**config.mk**
```make
export PLATFORM = sky130hd
export DESIGN_NAME = cpdc_top
export DESIGN_NICKNAME = d
export VERILOG_FILES = /design/src/core/cpdc_pkg.sv /design/src/core/cpdc_gate_if.sv /design/src/core/cpdc_gate_bank.sv /design/src/core/cpdc_top.sv
export SDC_FILE = /design/constraint.sdc
export NUM_CORES = 1
export LEC_CHECK = 0
export ABC_AREA = 1
export BUFFER_PORTS_ARGS = -buffer_cell sky130_fd_sc_hd__buf_4
export CAP_MARGIN = 20
export CORE_UTILIZATION = 55
export DETAILED_ROUTE_END_ITERATION = 12
export PLACE_DENSITY = 0.78
export SYNTH_ARGS = -nofsm -noshare
export SYNTH_HDL_FRONTEND = slang
export SYNTH_SLANG_ARGS = --single-unit
```
**constraint.sdc**
```tcl
create_clock -name sys_clk_i -period 1.7 [get_ports sys_clk_i]
set_input_delay 0.255 -clock sys_clk_i [delete_from_list [all_inputs] [get_ports sys_clk_i]]
set_output_delay 0.255 -clock sys_clk_i [all_outputs]
set_load 0.05 [all_outputs]
```
**src/core/cpdc_pkg.sv**
```systemverilog
// Purpose: Shared constants and types for the clock power-down control.
// Assumes: 250 MHz system clock; clock waveforms arrive as same-clock levels.
// Notes:   Long restart count is a top-level parameter.
package cpdc_pkg;
  // ==========================================================
  // Counts and timing
  // ==========================================================
  localparam int SE_NUM          = 17;
  localparam int CLK_PERIOD_NS   = 4;
  localparam int RESTART_TIME_NS = 1800000;
  localparam int RESTART_CYCLES  = RESTART_TIME_NS / CLK_PERIOD_NS;
  localparam int DRIVE_TIME_NS   = 300000;
  localparam int DRIVE_CYCLES    = DRIVE_TIME_NS / CLK_PERIOD_NS;
  localparam int WAKE_CNT_W      = 19;
  localparam logic [WAKE_CNT_W-1:0] WAKE_CNT_ZERO = 19'h00000;
  localparam logic [WAKE_CNT_W-1:0] WAKE_CNT_ONE  = 19'h00001;

  // ==========================================================
  // Sequencer states, Gray along the usual path
  // ==========================================================
  typedef enum logic [1:0] {
    ST_RUN  = 2'h0,
    ST_STOP = 2'h1,
    ST_DOWN = 2'h3,
    ST_WAKE = 2'h2
  } cpdc_state_type;
endpackage

```
**src/core/cpdc_gate_if.sv**
```systemverilog
// Purpose: Carrier between the sequencer and the output gate bank.
// Assumes: One clock domain.
// Notes:   Bank owns the gated outputs and the stopped flag.
interface cpdc_gate_if;
  import cpdc_pkg::*;
  logic              stop_req;
  logic [SE_NUM-1:0] clk_in;
  logic [SE_NUM-1:0] clk_out;
  logic              all_stopped;
  modport ctrl (output stop_req, output clk_in, input clk_out, input all_stopped);
  modport bank (input stop_req, input clk_in, output clk_out, output all_stopped);
endinterface

```
**src/core/cpdc_gate_bank.sv**
```systemverilog
// Purpose: Glitch-free gating of the single-ended clock outputs.
// Assumes: Stop request is a level from the sequencer.
// Notes:   A gate closes or opens only while its source is low.
module cpdc_gate_bank
  import cpdc_pkg::*;
(
  input  wire logic sys_clk_i,
  input  wire logic rst_n_i,
  cpdc_gate_if.bank gate
);
  logic [SE_NUM-1:0] stop_r;
  logic [SE_NUM-1:0] out_r;

  // ==========================================================
  // Gate flags
  // ==========================================================
  always_ff @(posedge sys_clk_i)
  begin
    if (!rst_n_i)
      stop_r <= '1;
    else if (gate.stop_req)
      stop_r <= stop_r | ~gate.clk_in; // Close on low phase
    else
      stop_r <= stop_r & gate.clk_in; // Reopen on low phase
  end

  always_ff @(posedge sys_clk_i)
  begin
    if (!rst_n_i)
      out_r <= '0;
    else
      out_r <= gate.clk_in & ~stop_r;
  end

  assign gate.clk_out     = out_r;
  assign gate.all_stopped = &stop_r;

  // ==========================================================
  // Checks
  // ==========================================================
  chk_stopped_low: assert property (@(posedge sys_clk_i) disable iff (!rst_n_i)
    (gate.stop_req && (&stop_r)) |=> (out_r == '0))
    else $error("gated output high after stop");
  chk_no_runt: assert property (@(posedge sys_clk_i) disable iff (!rst_n_i)
    !(|(out_r & ~$past(out_r) & $past(gate.clk_in, 2))))
    else $error("gated pulse started late");
  chk_no_cut: assert property (@(posedge sys_clk_i) disable iff (!rst_n_i)
    !(|($past(out_r) & ~out_r & $past(gate.clk_in))))
    else $error("gated pulse cut short");
endmodule // cpdc_gate_bank

```
**src/core/cpdc_top.sv**
```systemverilog
// Purpose: Power-down sequencer for the clock synthesizer outputs.
// Assumes: Clock waveforms are same-clock levels; power_down_n is a pin.
// Notes:   CPU outputs lag their sources by one cycle, single-ended outputs by two.
module cpdc_top
  import cpdc_pkg::*;
#(
  parameter int WAKE_CYCLES = RESTART_CYCLES - DRIVE_CYCLES
)
(
  input  wire logic              sys_clk_i,
  input  wire logic              rst_n_i,
  input  wire logic              power_down_n_i,
  input  wire logic              tristate_cfg_i,
  input  wire logic              cpu_clk_true_i,
  input  wire logic              cpu_clk_comp_i,
  input  wire logic [SE_NUM-1:0] se_clk_i,
  output logic      [SE_NUM-1:0] se_clk_o,
  output logic                   cpu_clk_true_out_o,
  output logic                   cpu_clk_true_oe_o,
  output logic                   cpu_iref_2x_o,
  output logic                   cpu_clk_comp_out_o,
  output logic                   cpu_clk_comp_oe_o,
  output logic                   pll_enable_o
);
  cpdc_gate_if gate ();

  logic                  pd_s1_r;
  logic                  pd_s2_r;
  logic                  comp_q_r;
  logic                  low_seen_r;
  logic                  comp_rise;
  logic                  enter_pd;
  cpdc_state_type        state_r;
  cpdc_state_type        state_nxt;
  logic [WAKE_CNT_W-1:0] wake_cnt_r;
  logic                  wake_done;
  logic                  cpu_stop_r;
  logic                  se_ready_r;

  // ==========================================================
  // Pin synchroniser and comp edge sampling
  // ==========================================================
  always_ff @(posedge sys_clk_i)
  begin
    if (!rst_n_i)
    begin
      pd_s1_r <= 1'b1;
      pd_s2_r <= 1'b1;
    end
    else
    begin
      pd_s1_r <= power_down_n_i;
      pd_s2_r <= pd_s1_r;
    end
  end

  assign comp_rise = cpu_clk_comp_i && !comp_q_r;
  assign enter_pd  = comp_rise && !pd_s2_r && low_seen_r;

  always_ff @(posedge sys_clk_i)
  begin
    if (!rst_n_i)
    begin
      comp_q_r   <= 1'b0;
      low_seen_r <= 1'b0;
    end
    else
    begin
      comp_q_r <= cpu_clk_comp_i;
      if (comp_rise)
        low_seen_r <= !pd_s2_r;
    end
  end

  // ==========================================================
  // Sequencer
  // ==========================================================
  assign wake_done = (wake_cnt_r == WAKE_CYCLES[WAKE_CNT_W-1:0]);

  always_comb
  begin
    state_nxt = state_r;
    case (state_r)
      ST_RUN:  if (enter_pd) state_nxt = ST_STOP;
      ST_STOP: if (gate.all_stopped && cpu_stop_r) state_nxt = ST_DOWN;
      ST_DOWN: if (pd_s2_r) state_nxt = ST_WAKE;
      ST_WAKE: if (wake_done) state_nxt = ST_RUN;
      default: state_nxt = ST_RUN;
    endcase
  end

  always_ff @(posedge sys_clk_i)
  begin
    if (!rst_n_i)
      state_r <= ST_RUN;
    else
      state_r <= state_nxt;
  end

  always_ff @(posedge sys_clk_i)
  begin
    if (!rst_n_i)
      wake_cnt_r <= WAKE_CNT_ZERO;
    else if (state_r == ST_WAKE)
      wake_cnt_r <= wake_cnt_r + WAKE_CNT_ONE;
    else
      wake_cnt_r <= WAKE_CNT_ZERO;
  end

  // ==========================================================
  // PLL enable and single-ended gating
  // ==========================================================
  always_ff @(posedge sys_clk_i)
  begin
    if (!rst_n_i)
      pll_enable_o <= 1'b1;
    else
      pll_enable_o <= (state_nxt != ST_DOWN);
  end

  always_ff @(posedge sys_clk_i)
  begin
    if (!rst_n_i)
      se_ready_r <= 1'b0;
    else
      se_ready_r <= (state_nxt == ST_RUN);
  end

  assign gate.stop_req = !se_ready_r;
  assign gate.clk_in   = se_clk_i;

  always_ff @(posedge sys_clk_i)
  begin
    if (!rst_n_i)
      se_clk_o <= '0;
    else
      se_clk_o <= gate.clk_out;
  end

  cpdc_gate_bank u_bank (
    .sys_clk_i (sys_clk_i),
    .rst_n_i   (rst_n_i),
    .gate      (gate)
  );

  // ==========================================================
  // CPU differential pair
  // ==========================================================
  always_ff @(posedge sys_clk_i)
  begin
    if (!rst_n_i)
      cpu_stop_r <= 1'b0;
    else if (state_r == ST_RUN)
      cpu_stop_r <= 1'b0;
    else if (!cpu_clk_comp_i)
      cpu_stop_r <= 1'b1;
  end

  always_ff @(posedge sys_clk_i)
  begin
    if (!rst_n_i)
    begin
      cpu_clk_true_out_o <= 1'b0;
      cpu_clk_true_oe_o  <= 1'b0;
      cpu_iref_2x_o      <= 1'b0;
      cpu_clk_comp_out_o <= 1'b0;
      cpu_clk_comp_oe_o  <= 1'b0;
    end
    else if (state_r == ST_WAKE)
    begin
      cpu_clk_true_out_o <= 1'b0;
      cpu_clk_true_oe_o  <= 1'b1;
      cpu_iref_2x_o      <= 1'b0;
      cpu_clk_comp_out_o <= 1'b1;
      cpu_clk_comp_oe_o  <= 1'b1;
    end
    else if (cpu_stop_r && state_r != ST_RUN)
    begin
      cpu_clk_true_out_o <= 1'b1;
      cpu_clk_true_oe_o  <= !tristate_cfg_i;
      cpu_iref_2x_o      <= !tristate_cfg_i;
      cpu_clk_comp_out_o <= 1'b0;
      cpu_clk_comp_oe_o  <= 1'b0;
    end
    else
    begin
      cpu_clk_true_out_o <= cpu_clk_true_i;
      cpu_clk_true_oe_o  <= 1'b1;
      cpu_iref_2x_o      <= 1'b0;
      cpu_clk_comp_out_o <= cpu_clk_comp_i;
      cpu_clk_comp_oe_o  <= 1'b1;
    end
  end

  // ==========================================================
  // Checks
  // ==========================================================
  chk_entry_two_low: assert property (@(posedge sys_clk_i) disable iff (!rst_n_i)
    (state_r == ST_RUN && comp_rise && !pd_s2_r && low_seen_r) |=> (state_r == ST_STOP))
    else $error("entry missed after two low samples");
  chk_no_early_entry: assert property (@(posedge sys_clk_i) disable iff (!rst_n_i)
    (state_r == ST_RUN && !(comp_rise && !pd_s2_r && low_seen_r)) |=> (state_r == ST_RUN))
    else $error("entry without two low samples");
  chk_cpu_park: assert property (@(posedge sys_clk_i) disable iff (!rst_n_i)
    (state_r == ST_DOWN && $past(state_r) == ST_DOWN && $past(!tristate_cfg_i))
    |-> (cpu_clk_true_out_o && cpu_clk_true_oe_o && cpu_iref_2x_o && !cpu_clk_comp_oe_o))
    else $error("cpu pair not parked");
  chk_cpu_tristate: assert property (@(posedge sys_clk_i) disable iff (!rst_n_i)
    (state_r == ST_DOWN && $past(state_r) == ST_DOWN && $past(tristate_cfg_i))
    |-> (!cpu_clk_true_oe_o && !cpu_clk_comp_oe_o))
    else $error("cpu pair driven in three-state mode");
  chk_sync_stop: assert property (@(posedge sys_clk_i) disable iff (!rst_n_i)
    (state_r == ST_STOP && gate.all_stopped && cpu_stop_r) |=> (state_r == ST_DOWN))
    else $error("down not reached once all stopped");
  chk_pll_off: assert property (@(posedge sys_clk_i) disable iff (!rst_n_i)
    (state_r == ST_DOWN) |-> !pll_enable_o)
    else $error("pll enabled while down");
  chk_restart_bound: assert property (@(posedge sys_clk_i) disable iff (!rst_n_i)
    (state_r == ST_WAKE) |-> (wake_cnt_r <= WAKE_CYCLES[WAKE_CNT_W-1:0]))
    else $error("restart not within bound");
  chk_restart_exit: assert property (@(posedge sys_clk_i) disable iff (!rst_n_i)
    (state_r == ST_WAKE && wake_done) |=> (state_r == ST_RUN))
    else $error("restart count ended without run");
  chk_cpu_drive: assert property (@(posedge sys_clk_i) disable iff (!rst_n_i)
    $rose(state_r == ST_WAKE) |=> (cpu_clk_true_oe_o && cpu_clk_comp_oe_o)[*2])
    else $error("cpu pair not driven after release");
endmodule // cpdc_top

```
---- After elaboration in Yosys (flattened, before gate mapping) ----
Index checks and enable logic that the tools add are counted.
operators by class
  $add $sub $neg .......................... 1
  equality and inequality tests ........... 5
  mux-type cells .......................... 13
  bitwise gates (word level) .............. 7
  reduce and logical (&&, ||, !) cells .... 16
operators by type and width
  operator                 count
  $and A17 B17 Y17         2
  $not A17 Y17             2
  $add A19 B1 Y19 const B  1
  $eq A19 B19 Y1 const B   1
  $mux W17                 1
  $or A17 B17 Y17          1
  $reduce_and A17 Y1       1
  $mux W2                  4
  $pmux W2 S4              1
  $mux W1                  7
  $logic_and A1 B1 Y1      5
  $eq A2 B2 Y1 const B     2
  $logic_not A2 Y1         2
  $reduce_or A2 Y1         2
  $logic_not A1 Y1         3
  $reduce_or A3 Y1         1
  $eq A2 B1 Y1 const B     1
  $ne A2 B2 Y1 const B     1
  $not A1 Y1               2
  $reduce_and A2 Y1        1
  $reduce_bool A2 Y1       1
word-level totals
  bits in registers ....................... 84
  input port bits ......................... 23
  word-level logic and storage cells ...... 59

---- Longest topological paths before layout ----
Gate-level depths: netlist of run 1.
  word-level depth ........................ 7
  gate-level depth with buffers ........... 7
  mapped depth without buffers ............ 7

---- Modules after synthesis ----
From an unflattened synthesis of run 1, not the netlist that was laid out.
unflattened totals
  cell total of the unflattened synthesis .. 352
  area, all modules ....................... 3,135.5 µm²
modules (own cells, without submodules)
  module          times used  cells an instance  area each (µm²)  seq. area each (µm²)
  cpdc_top        1           248                1,950.6          1,001.0
  cpdc_gate_bank  1           104                1,184.9          680.7

---- Least setup slack after synthesis of run 1 ----
OpenSTA, ideal clock, no wires.
  path type ............................... reg-to-reg
  start ................................... reg wake_cnt_r[0]
  end ..................................... reg wake_cnt_r[12]
  library setup time ...................... 122 ps
  arrival ................................. 1,077 ps
  required time ........................... 1,578 ps
  path slack .............................. 501 ps
  stages on the path, launching flop included .. 7
  path buffers ............................ 0
  path through ............................ dfxtp_1 -> ha_1 -> nand2_2 -> nor2_4 -> nand2_2 -> o21ai_0 -> a21oi_1
on the way
  cells in the longest elaborated chain, start to end .. 1
ends and longest elaborated chain
  what                    line             text
  from (decl)             cpdc_top.sv:35   logic [WAKE_CNT_W-1:0] wake_cnt_r;
  from (signal assigned)  cpdc_top.sv:105  wake_cnt_r <= wake_cnt_r + WAKE_CNT_ONE;
  $add A19 B1 Y19         cpdc_top.sv:105
Every way passes these cells.
A chain may end at the register's enable or synchronous reset.

---- Final worst setup path of run 1 ----
Ends and elaborated chain as after synthesis.

==> impl_metrics.csv, run 1 <==
group,metric,value,unit
logic_synthesis,ys_dominant_reg_cell,"sky130_fd_sc_hd__dfxtp_1",
grt,grt_start_max_net_pins,28,
finish,nFillCells,410,
pwr,power.leakage,0.00160,µW
logic_synthesis,synth-adder-area-share,0.00846,
sta,timing_worst_slew_pin_value,0.464,ns
run_status,status,"complete, no violations",
clock_tree,cts_sinks,84,
logic_synthesis,synth-seq-cells,84,
finish,finish.net_count,432,
sta,rsz0062_at_grt,"no",
sta,max_freq,0.750,GHz
floorplanning,die_x,75.3,µm
worst_setup_path,worstPathRequired,1.93,ns
logic_synthesis,synth_simple_gate_area_frac,0.251,
logic_synthesis,seq_area_frac_synth,0.569,
worst_setup_path,critical_path.max_stage_delay,0.38,ns
drt,antenna_violating_nets_post_route,0,
sta,finalSetupViolations,0,
finish,synthToLayoutAreaGrowth,20.3,%
worst_setup_path,timing.critical_path.buf_inv,0,
placed_design,dp_hpwl,3770,µm
worst_setup_path,rr_endpoint,"wake_cnt_r[12]",
worst_setup_path,crit_chain,"ha_1 -> nand2_2 -> nor2_4 -> nand2_2 -> o21ai_0 -> a21oi_1",
drt,route.detailed.drc,0,
worst_setup_path,critical_path_cell_count,6,
worst_setup_path,setup.worst_path.start_class,"flop",
finish,diodes,0,
drt,detail_route.iter0.violations,120,
worst_setup_path,rrSetupSlack,0.37,ns
worst_setup_path,timing.critical_path.arrival,1.56,ns
clock_tree,cts_max_path_buffers,2,
clock_tree,clk_transition_reported_paths,0.09,ns
drt,drt-vias-per-instance,4.82,
sta,finalSetupTns,0,ns
sta,post-route-min-period,1.33,ns
clock_tree,skew_pair_late_insertion_delay,0.35,ns
placed_design,gp_congestion,0.821,
grt,number_of_global_route_vias_before_repair,2056,
clock_tree,cts-root-buf,"sky130_fd_sc_hd__clkbuf_8",
hold_path,holdPathStages,2,
logic_synthesis,average_cell_area_after_synthesis,8.38,µm²
logic_synthesis,number_of_enable_type_register_cells_in_the_synthesized_netlist,0,
logic_synthesis,synthTopCellsByArea,"sky130_fd_sc_hd__dfxtp_1 57%, sky130_fd_sc_hd__nand2_1 7.9%, sky130_fd_sc_hd__inv_1 7.4%",
clock_tree,post_cts_buffers,0,
floorplanning,fp.coreArea,0.00514,mm²
logic_synthesis,mappedNetlistArea,0.00296,mm²
sta,finClkSkew,0.00649,ns
floorplanning,design.die.area,0.00567,mm²
sta,finalMaxSlewViolations,0,
grt,initial_antenna_violation_count,0,
floorplanning,fp-row-count,26,
sta,post-route-period-util,0.784,
pwr,report.power.total,3480,µW
floorplanning,die_ht,75.3,µm
logic_synthesis,post_synth_num_cell_types,32,
sta,hold-worst-slack,0.0765,ns
sta,slew-limit-headroom,0.690,
clock_tree,h-tree-depth,3,
clock_tree,tritoncts,"built",
logic_synthesis,synth-xor-area-share,0.00889,
clock_tree,post_cts_resized,0,
logic_synthesis,largest_area_contributor_in_the_netlist,"sky130_fd_sc_hd__dfxtp_1",
drt,routedWlPerCell,11.1,µm
logic_synthesis,ffs_w_async_s_r_synth,0,
logic_synthesis,yosys_warnings,0,
sta,final_hold_viol_count,0,
pwr,power.density,978,mW/mm²
pwr,max-vdd-ir-drop,0.000708,V
finish,final_layout_size_suffix_gt1_frac,0.209,
clock_tree,post_cts_hold_buffer_count,0,
job,cap_violations,0,
worst_setup_path,worst-setup-path-type,"reg2reg",
hold_path,worst_hold_path.endpoint,"cpu_iref_2x_o",
clock_tree,tritoncts.num_buffers,9,
worst_setup_path,path_max_fanout,4,
worst_setup_path,cell_mode_on_critical_path,"sky130_fd_sc_hd__nand2_2",
logic_synthesis,synth_mux_area_frac,0,
logic_synthesis,synth_largest_type_area_fraction,0.569,
floorplanning,io_pins,46,
logic_synthesis,synth_compound_area_frac,0.0745,
drt,dr_total_vias,2318,
drt,drt_wl_total,5330,µm
hold_path,worst_hold_startpoint,"tristate_cfg_i",
floorplanning,initial_core_util,0.575,
hold_path,hold_class,"in2reg",
grt,total_overflow_reported_by_the_global_router,0,
worst_setup_path,ff2ff_path_depth,6,
placed_design,io_buffer_count,45,
grt,grt_pass1_wl,8830,µm
worst_setup_path,worst_path_dominant_cell_family,"flip-flops",
worst_setup_path,critical-path-slowest-cell,"sky130_fd_sc_hd__dfxtp_1",
worst_setup_path,regToRegStartpoint,"wake_cnt_r[0]",
logic_synthesis,synthCells,353,
logic_synthesis,postSynthNetCount,378,
logic_synthesis,largest_family_of_logic_cells_by_synthesized_area,"simple AND/OR/NAND/NOR gates",
worst_setup_path,critical_path.endpoint_type,"flop",
drt,drt_first_pass_iters,5,
grt,grt_usage,0.212,
## cell type report
class | instances | area [µm²] | area share
Inverter | 62 | 234 | 0.0658
Sequential cell | 84 | 1680 | 0.473
Tap cell | 70 | 87.6 | 0.0246
Timing Repair Buffer | 49 | 368 | 0.103
Multi-Input combinational cell | 201 | 1010 | 0.285
Clock inverter | 6 | 48.8 | 0.0137
Clock buffer | 9 | 124 | 0.0348
## cell usage in the layout, fill, tap and decap left out, types with 2 or more instances in the layout
| master | n |
|---|---|
| sky130_fd_sc_hd__dfxtp_1 | 84 |
| sky130_fd_sc_hd__nand2_1 | 62 |
| sky130_fd_sc_hd__inv_1 | 58 |
| sky130_fd_sc_hd__buf_4 | 49 |
| sky130_fd_sc_hd__a21oi_1 | 32 |
| sky130_fd_sc_hd__nor2_1 | 32 |
| sky130_fd_sc_hd__nor3_1 | 21 |
| sky130_fd_sc_hd__nand3_1 | 10 |
| sky130_fd_sc_hd__clkbuf_8 | 9 |
| sky130_fd_sc_hd__o21ai_0 | 7 |
| sky130_fd_sc_hd__nand2_2 | 5 |
| sky130_fd_sc_hd__nand4_1 | 5 |
| sky130_fd_sc_hd__nor2_4 | 4 |
| sky130_fd_sc_hd__nor2_2 | 3 |
| sky130_fd_sc_hd__or2_0 | 3 |
| sky130_fd_sc_hd__clkinvlp_4 | 3 |
| sky130_fd_sc_hd__inv_2 | 2 |
| sky130_fd_sc_hd__or2_2 | 2 |
| sky130_fd_sc_hd__xor2_1 | 2 |
| sky130_fd_sc_hd__ha_1 | 2 |
| sky130_fd_sc_hd__inv_6 | 2 |
## worst register-to-register path, stage by stage, from the launching register on
cell and delay (ns):
sky130_fd_sc_hd__dfxtp_1 0.38, sky130_fd_sc_hd__ha_1 0.24, sky130_fd_sc_hd__nand2_2 0.12, sky130_fd_sc_hd__nor2_4 0.14, sky130_fd_sc_hd__nand2_2 0.08, sky130_fd_sc_hd__o21ai_0 0.17, sky130_fd_sc_hd__a21oi_1 0.08
## through the flow
stage	worst slack, ns	utilization	area (µm²)	instances
detailed placement	0.390	0.658	3380	466
finish	0.367	0.692	3560	481
CTS	0.367	0.692	3560	481
global route	0.232	0.692	3560	481
global placement	0.437	0.658	3380	466
floorplan	0.501	-	2960	353
## synth_stat cells (all sizes together), types with 2 or more instances
library cell,instances
a21oi,33
nor2,39
nand4,5
clkinv,2
nand2,68
clkbuf,2
inv,60
or2,5
o21ai,7
buf,4
nor3,22
xor2,2
nand3,12
dfxtp,84
ha,2
## cells by family (layout without fill, tap and decap cells)
logic type,count (synthesis),after routing
AO/OA/AOI/OAI,42,42
XOR/XNOR,3,3
adder cells (fa/ha/maj),2,2
buffers and inverters,68,126
flip-flops,84,84
AND/OR/NAND/NOR,154,154
## metal layers
metal,track usage,up-vias,wire (µm)
li1,-,1206,-
met1,0.287,1047,2560
met2,0.313,58,2380
met3,0.0569,7,315
met4,0.111,0,79
met5,0,-,0
## worst max-delay path by stage
stage	from	to	slack [ns]
2_1_floorplan	wake_cnt_r[0]	wake_cnt_r[12]	0.50
3_3_place_gp	wake_cnt_r[0]	wake_cnt_r[12]	0.44
3_5_place_dp	wake_cnt_r[0]	wake_cnt_r[12]	0.39
4_1_cts	wake_cnt_r[0]	wake_cnt_r[12]	0.37
5_1_grt	wake_cnt_r[0]	wake_cnt_r[12]	0.23
6_report	wake_cnt_r[0]	wake_cnt_r[12]	0.37
## power breakdown
part           total (µW)  internal, µW  switching (µW)  leakage [µW]
Combinational         191          77.4             113      0.000841
Sequential           2040          2020            19.4      0.000684
Clock                1250           534             720     0.0000783
Total                3480          2630             852       0.00160
Note: power is estimated with default switching activity, not from simulation.
==> run 2: changes to the inputs <==
==> constraint.sdc (replaced) <==
create_clock -name sys_clk_i -period 1.3 [get_ports sys_clk_i]
set_input_delay 0.195 -clock sys_clk_i [delete_from_list [all_inputs] [get_ports sys_clk_i]]
set_output_delay 0.195 -clock sys_clk_i [all_outputs]
set_load 0.05 [all_outputs]
==> impl_metrics.csv, run 2 (synthesized netlist as in run 1, its figures left out) <==
group,metric,value,unit
run_status,status,"complete, no violations",
finish,stdcell_count,485,
drt,wirelength_met1,2610,µm
grt,grt_pass1_wl,9300,µm
drt,drt_wl_total,5740,µm
sta,slew-limit-headroom,0.689,
pwr,report.power.total,4910,µW
clock_tree,cts_sinks,84,
clock_tree,skew_pair_late_insertion_delay,0.35,ns
grt,total_overflow_reported_by_the_global_router,0,
sta,post-route-period-util,0.936,
pwr,comb_power_share,0.051,
pwr,power.density,1340,mW/mm²
sta,max_freq,0.822,GHz
placed_design,dp_hpwl,3970,µm
floorplanning,fp.coreArea,0.00514,mm²
grt,grt_usage,0.221,
finish,finish.net_count,436,
worst_setup_path,critical-path-slowest-cell,"sky130_fd_sc_hd__dfxtp_2",
sta,final_hold_viol_count,0,
sta,finClkSkew,0.00783,ns
floorplanning,design.die.area,0.00567,mm²
sta,finalSetupViolations,0,
grt,initial_antenna_violation_count,0,
clock_tree,cts-root-buf,"sky130_fd_sc_hd__clkbuf_8",
sta,finalSetupTns,0,ns
drt,drt_first_pass_iters,5,
drt,drt-vias-per-instance,4.83,
clock_tree,h-tree-depth,3,
finish,commonest_cells_after_routing_fill_and_taps_aside,"76 x sky130_fd_sc_hd__dfxtp_1, 60 x sky130_fd_sc_hd__nand2_1, 58 x sky130_fd_sc_hd__inv_1",
clock_tree,tritoncts.num_buffers,9,
sta,finalMaxSlewViolations,0,
floorplanning,initial_core_util,0.575,
pwr,power.sequential.fraction,0.542,
drt,routedWlPerCell,11.8,µm
floorplanning,io_pins,46,
job,cap_violations,0,
drt,route.detailed.drc,0,
pwr,swShare,0.213,
pwr,p_sw,1050,µW
grt,grt_start_max_net_pins,28,
clock_tree,clk_transition_reported_paths,0.07,ns
drt,wl_met3,329,µm
placed_design,dp.cells,470,
worst_setup_path,path_max_fanout,4,
pwr,clock_power_share,0.407,
worst_setup_path,critical_path.endpoint_type,"flop",
clock_tree,cts_max_path_buffers,2,
pwr,max-vdd-ir-drop,0.00127,V
worst_setup_path,worst-setup-path-type,"reg2reg",
grt,number_of_global_route_vias_before_repair,2200,
hold_path,hold_class,"in2reg",
worst_setup_path,setup.worst_path.start_class,"flop",
finish,layout.cells.most_common,"sky130_fd_sc_hd__dfxtp_1",
placed_design,gp_congestion,0.862,
drt,topRoutingLayerUsed,"met4",
clock_tree,tritoncts,"built",
sta,hold-worst-slack,0.0161,ns
finish,synthToLayoutAreaGrowth,24.0,%
drt,detail_route.iter0.violations,132,
placed_design,io_buffer_count,45,
sta,rsz0062_at_grt,"no",
floorplanning,fp-row-count,26,
worst_setup_path,timing.critical_path.arrival,1.49,ns
worst_setup_path,worstPathRequired,1.58,ns
drt,antenna_violating_nets_post_route,0,
pwr,cell_internal_pwr,3860,µW
drt,dr_total_vias,2341,
finish,final_layout_size_suffix_gt1_frac,0.248,
sta,post-route-min-period,1.22,ns
placed_design,pre_cts_ws,0.0155,ns
floorplanning,die_ht,75.3,µm
sta,timing_worst_slew_pin_value,0.466,ns
worst_setup_path,critical_path.max_stage_delay,0.37,ns
sta,finalWorstSetupSlack,0.0835,ns
worst_setup_path,crit_chain,"ha_2 -> nand2_4 -> inv_1 -> nand2_1 -> or2_0 -> a21oi_2",
pwr,power.leakage,0.00168,µW
drt,routed-wl-met2,2740,µm
floorplanning,die_x,75.3,µm
finish,diodes,0,
==> run 2: changes by cell type in the layout (fill, tap and decap cells not counted), sizes merged <==
cell,delta
buf,+4
inv,-2
clkbuf,+2
clkinvlp,-3
clkinv,+1
bufinv,+2
==> run 2: area by class of cell <==
cell class                 count  area (µm²)
timing repair buffer          53         398
fill                         448        1480
sequential                    84        1690
inverter                      62         234
clock buffer                  11         141
tap                           70        87.6
clock inverter                 4        73.8
multi-input combinational    201        1040
==> run 2: repair_timing <==
action / in CTS / in global routing
pin swaps: 0 / 1
hold buffers: 0 / 0
gates resized for setup: 1 / 16
endpoints found under the setup margin: 2 / 13
setup buffers: 0 / 0
==> run 2: power by group through the flow <==
| stage | sequential (µW) | combinational, µW | clock [µW] |
|---|---|---|---|
| floorplan | 2770 | 97.8 | 0 |
| global placement | 2720 | 245 | 0 |
| detailed placement | 2720 | 250 | 0 |
| CTS | 2660 | 251 | 2020 |
| global route | 2670 | 272 | 2130 |
| finish | 2660 | 250 | 2000 |
==> run 2: metal layers <==
metal	vias to the layer above	GRT usage
met5	-	0
met4	0	0.0679
met3	8	0.0675
met2	60	0.363
met1	1057	0.283
li1	1216	-
==> run 2: critical path, delay by kind of cell (launching register included) <==
kind	cells	cell delay (ns)
AOI/OAI and AO/OA	1	0.12
and+or+nand+nor	3	0.35
DFF	1	0.37
buffers and inverters	1	0.09
adders and majority gates	1	0.22
==> run 2: path summary, 6_finish.rpt <==
kind	start	slack [ns]	cells past startpoint	endpoint
hold / removal	tristate_cfg_i	0.02	2	cpu_iref_2x_o
setup / recovery	wake_cnt_r[0]	0.08	6	wake_cnt_r[4]
setup reg to reg	wake_cnt_r[0]	0.08	6	wake_cnt_r[4]
hold reg to reg	pd_s1_r	0.42	1	pd_s2_r
==> run 2: per-stage QoR <==
step	util	cell area, µm²
2_1_floorplan	-	2960
3_3_place_gp	0.664	3410
3_5_place_dp	0.664	3410
4_1_cts	0.706	3630
5_1_grt	0.713	3660
6_report	0.713	3660
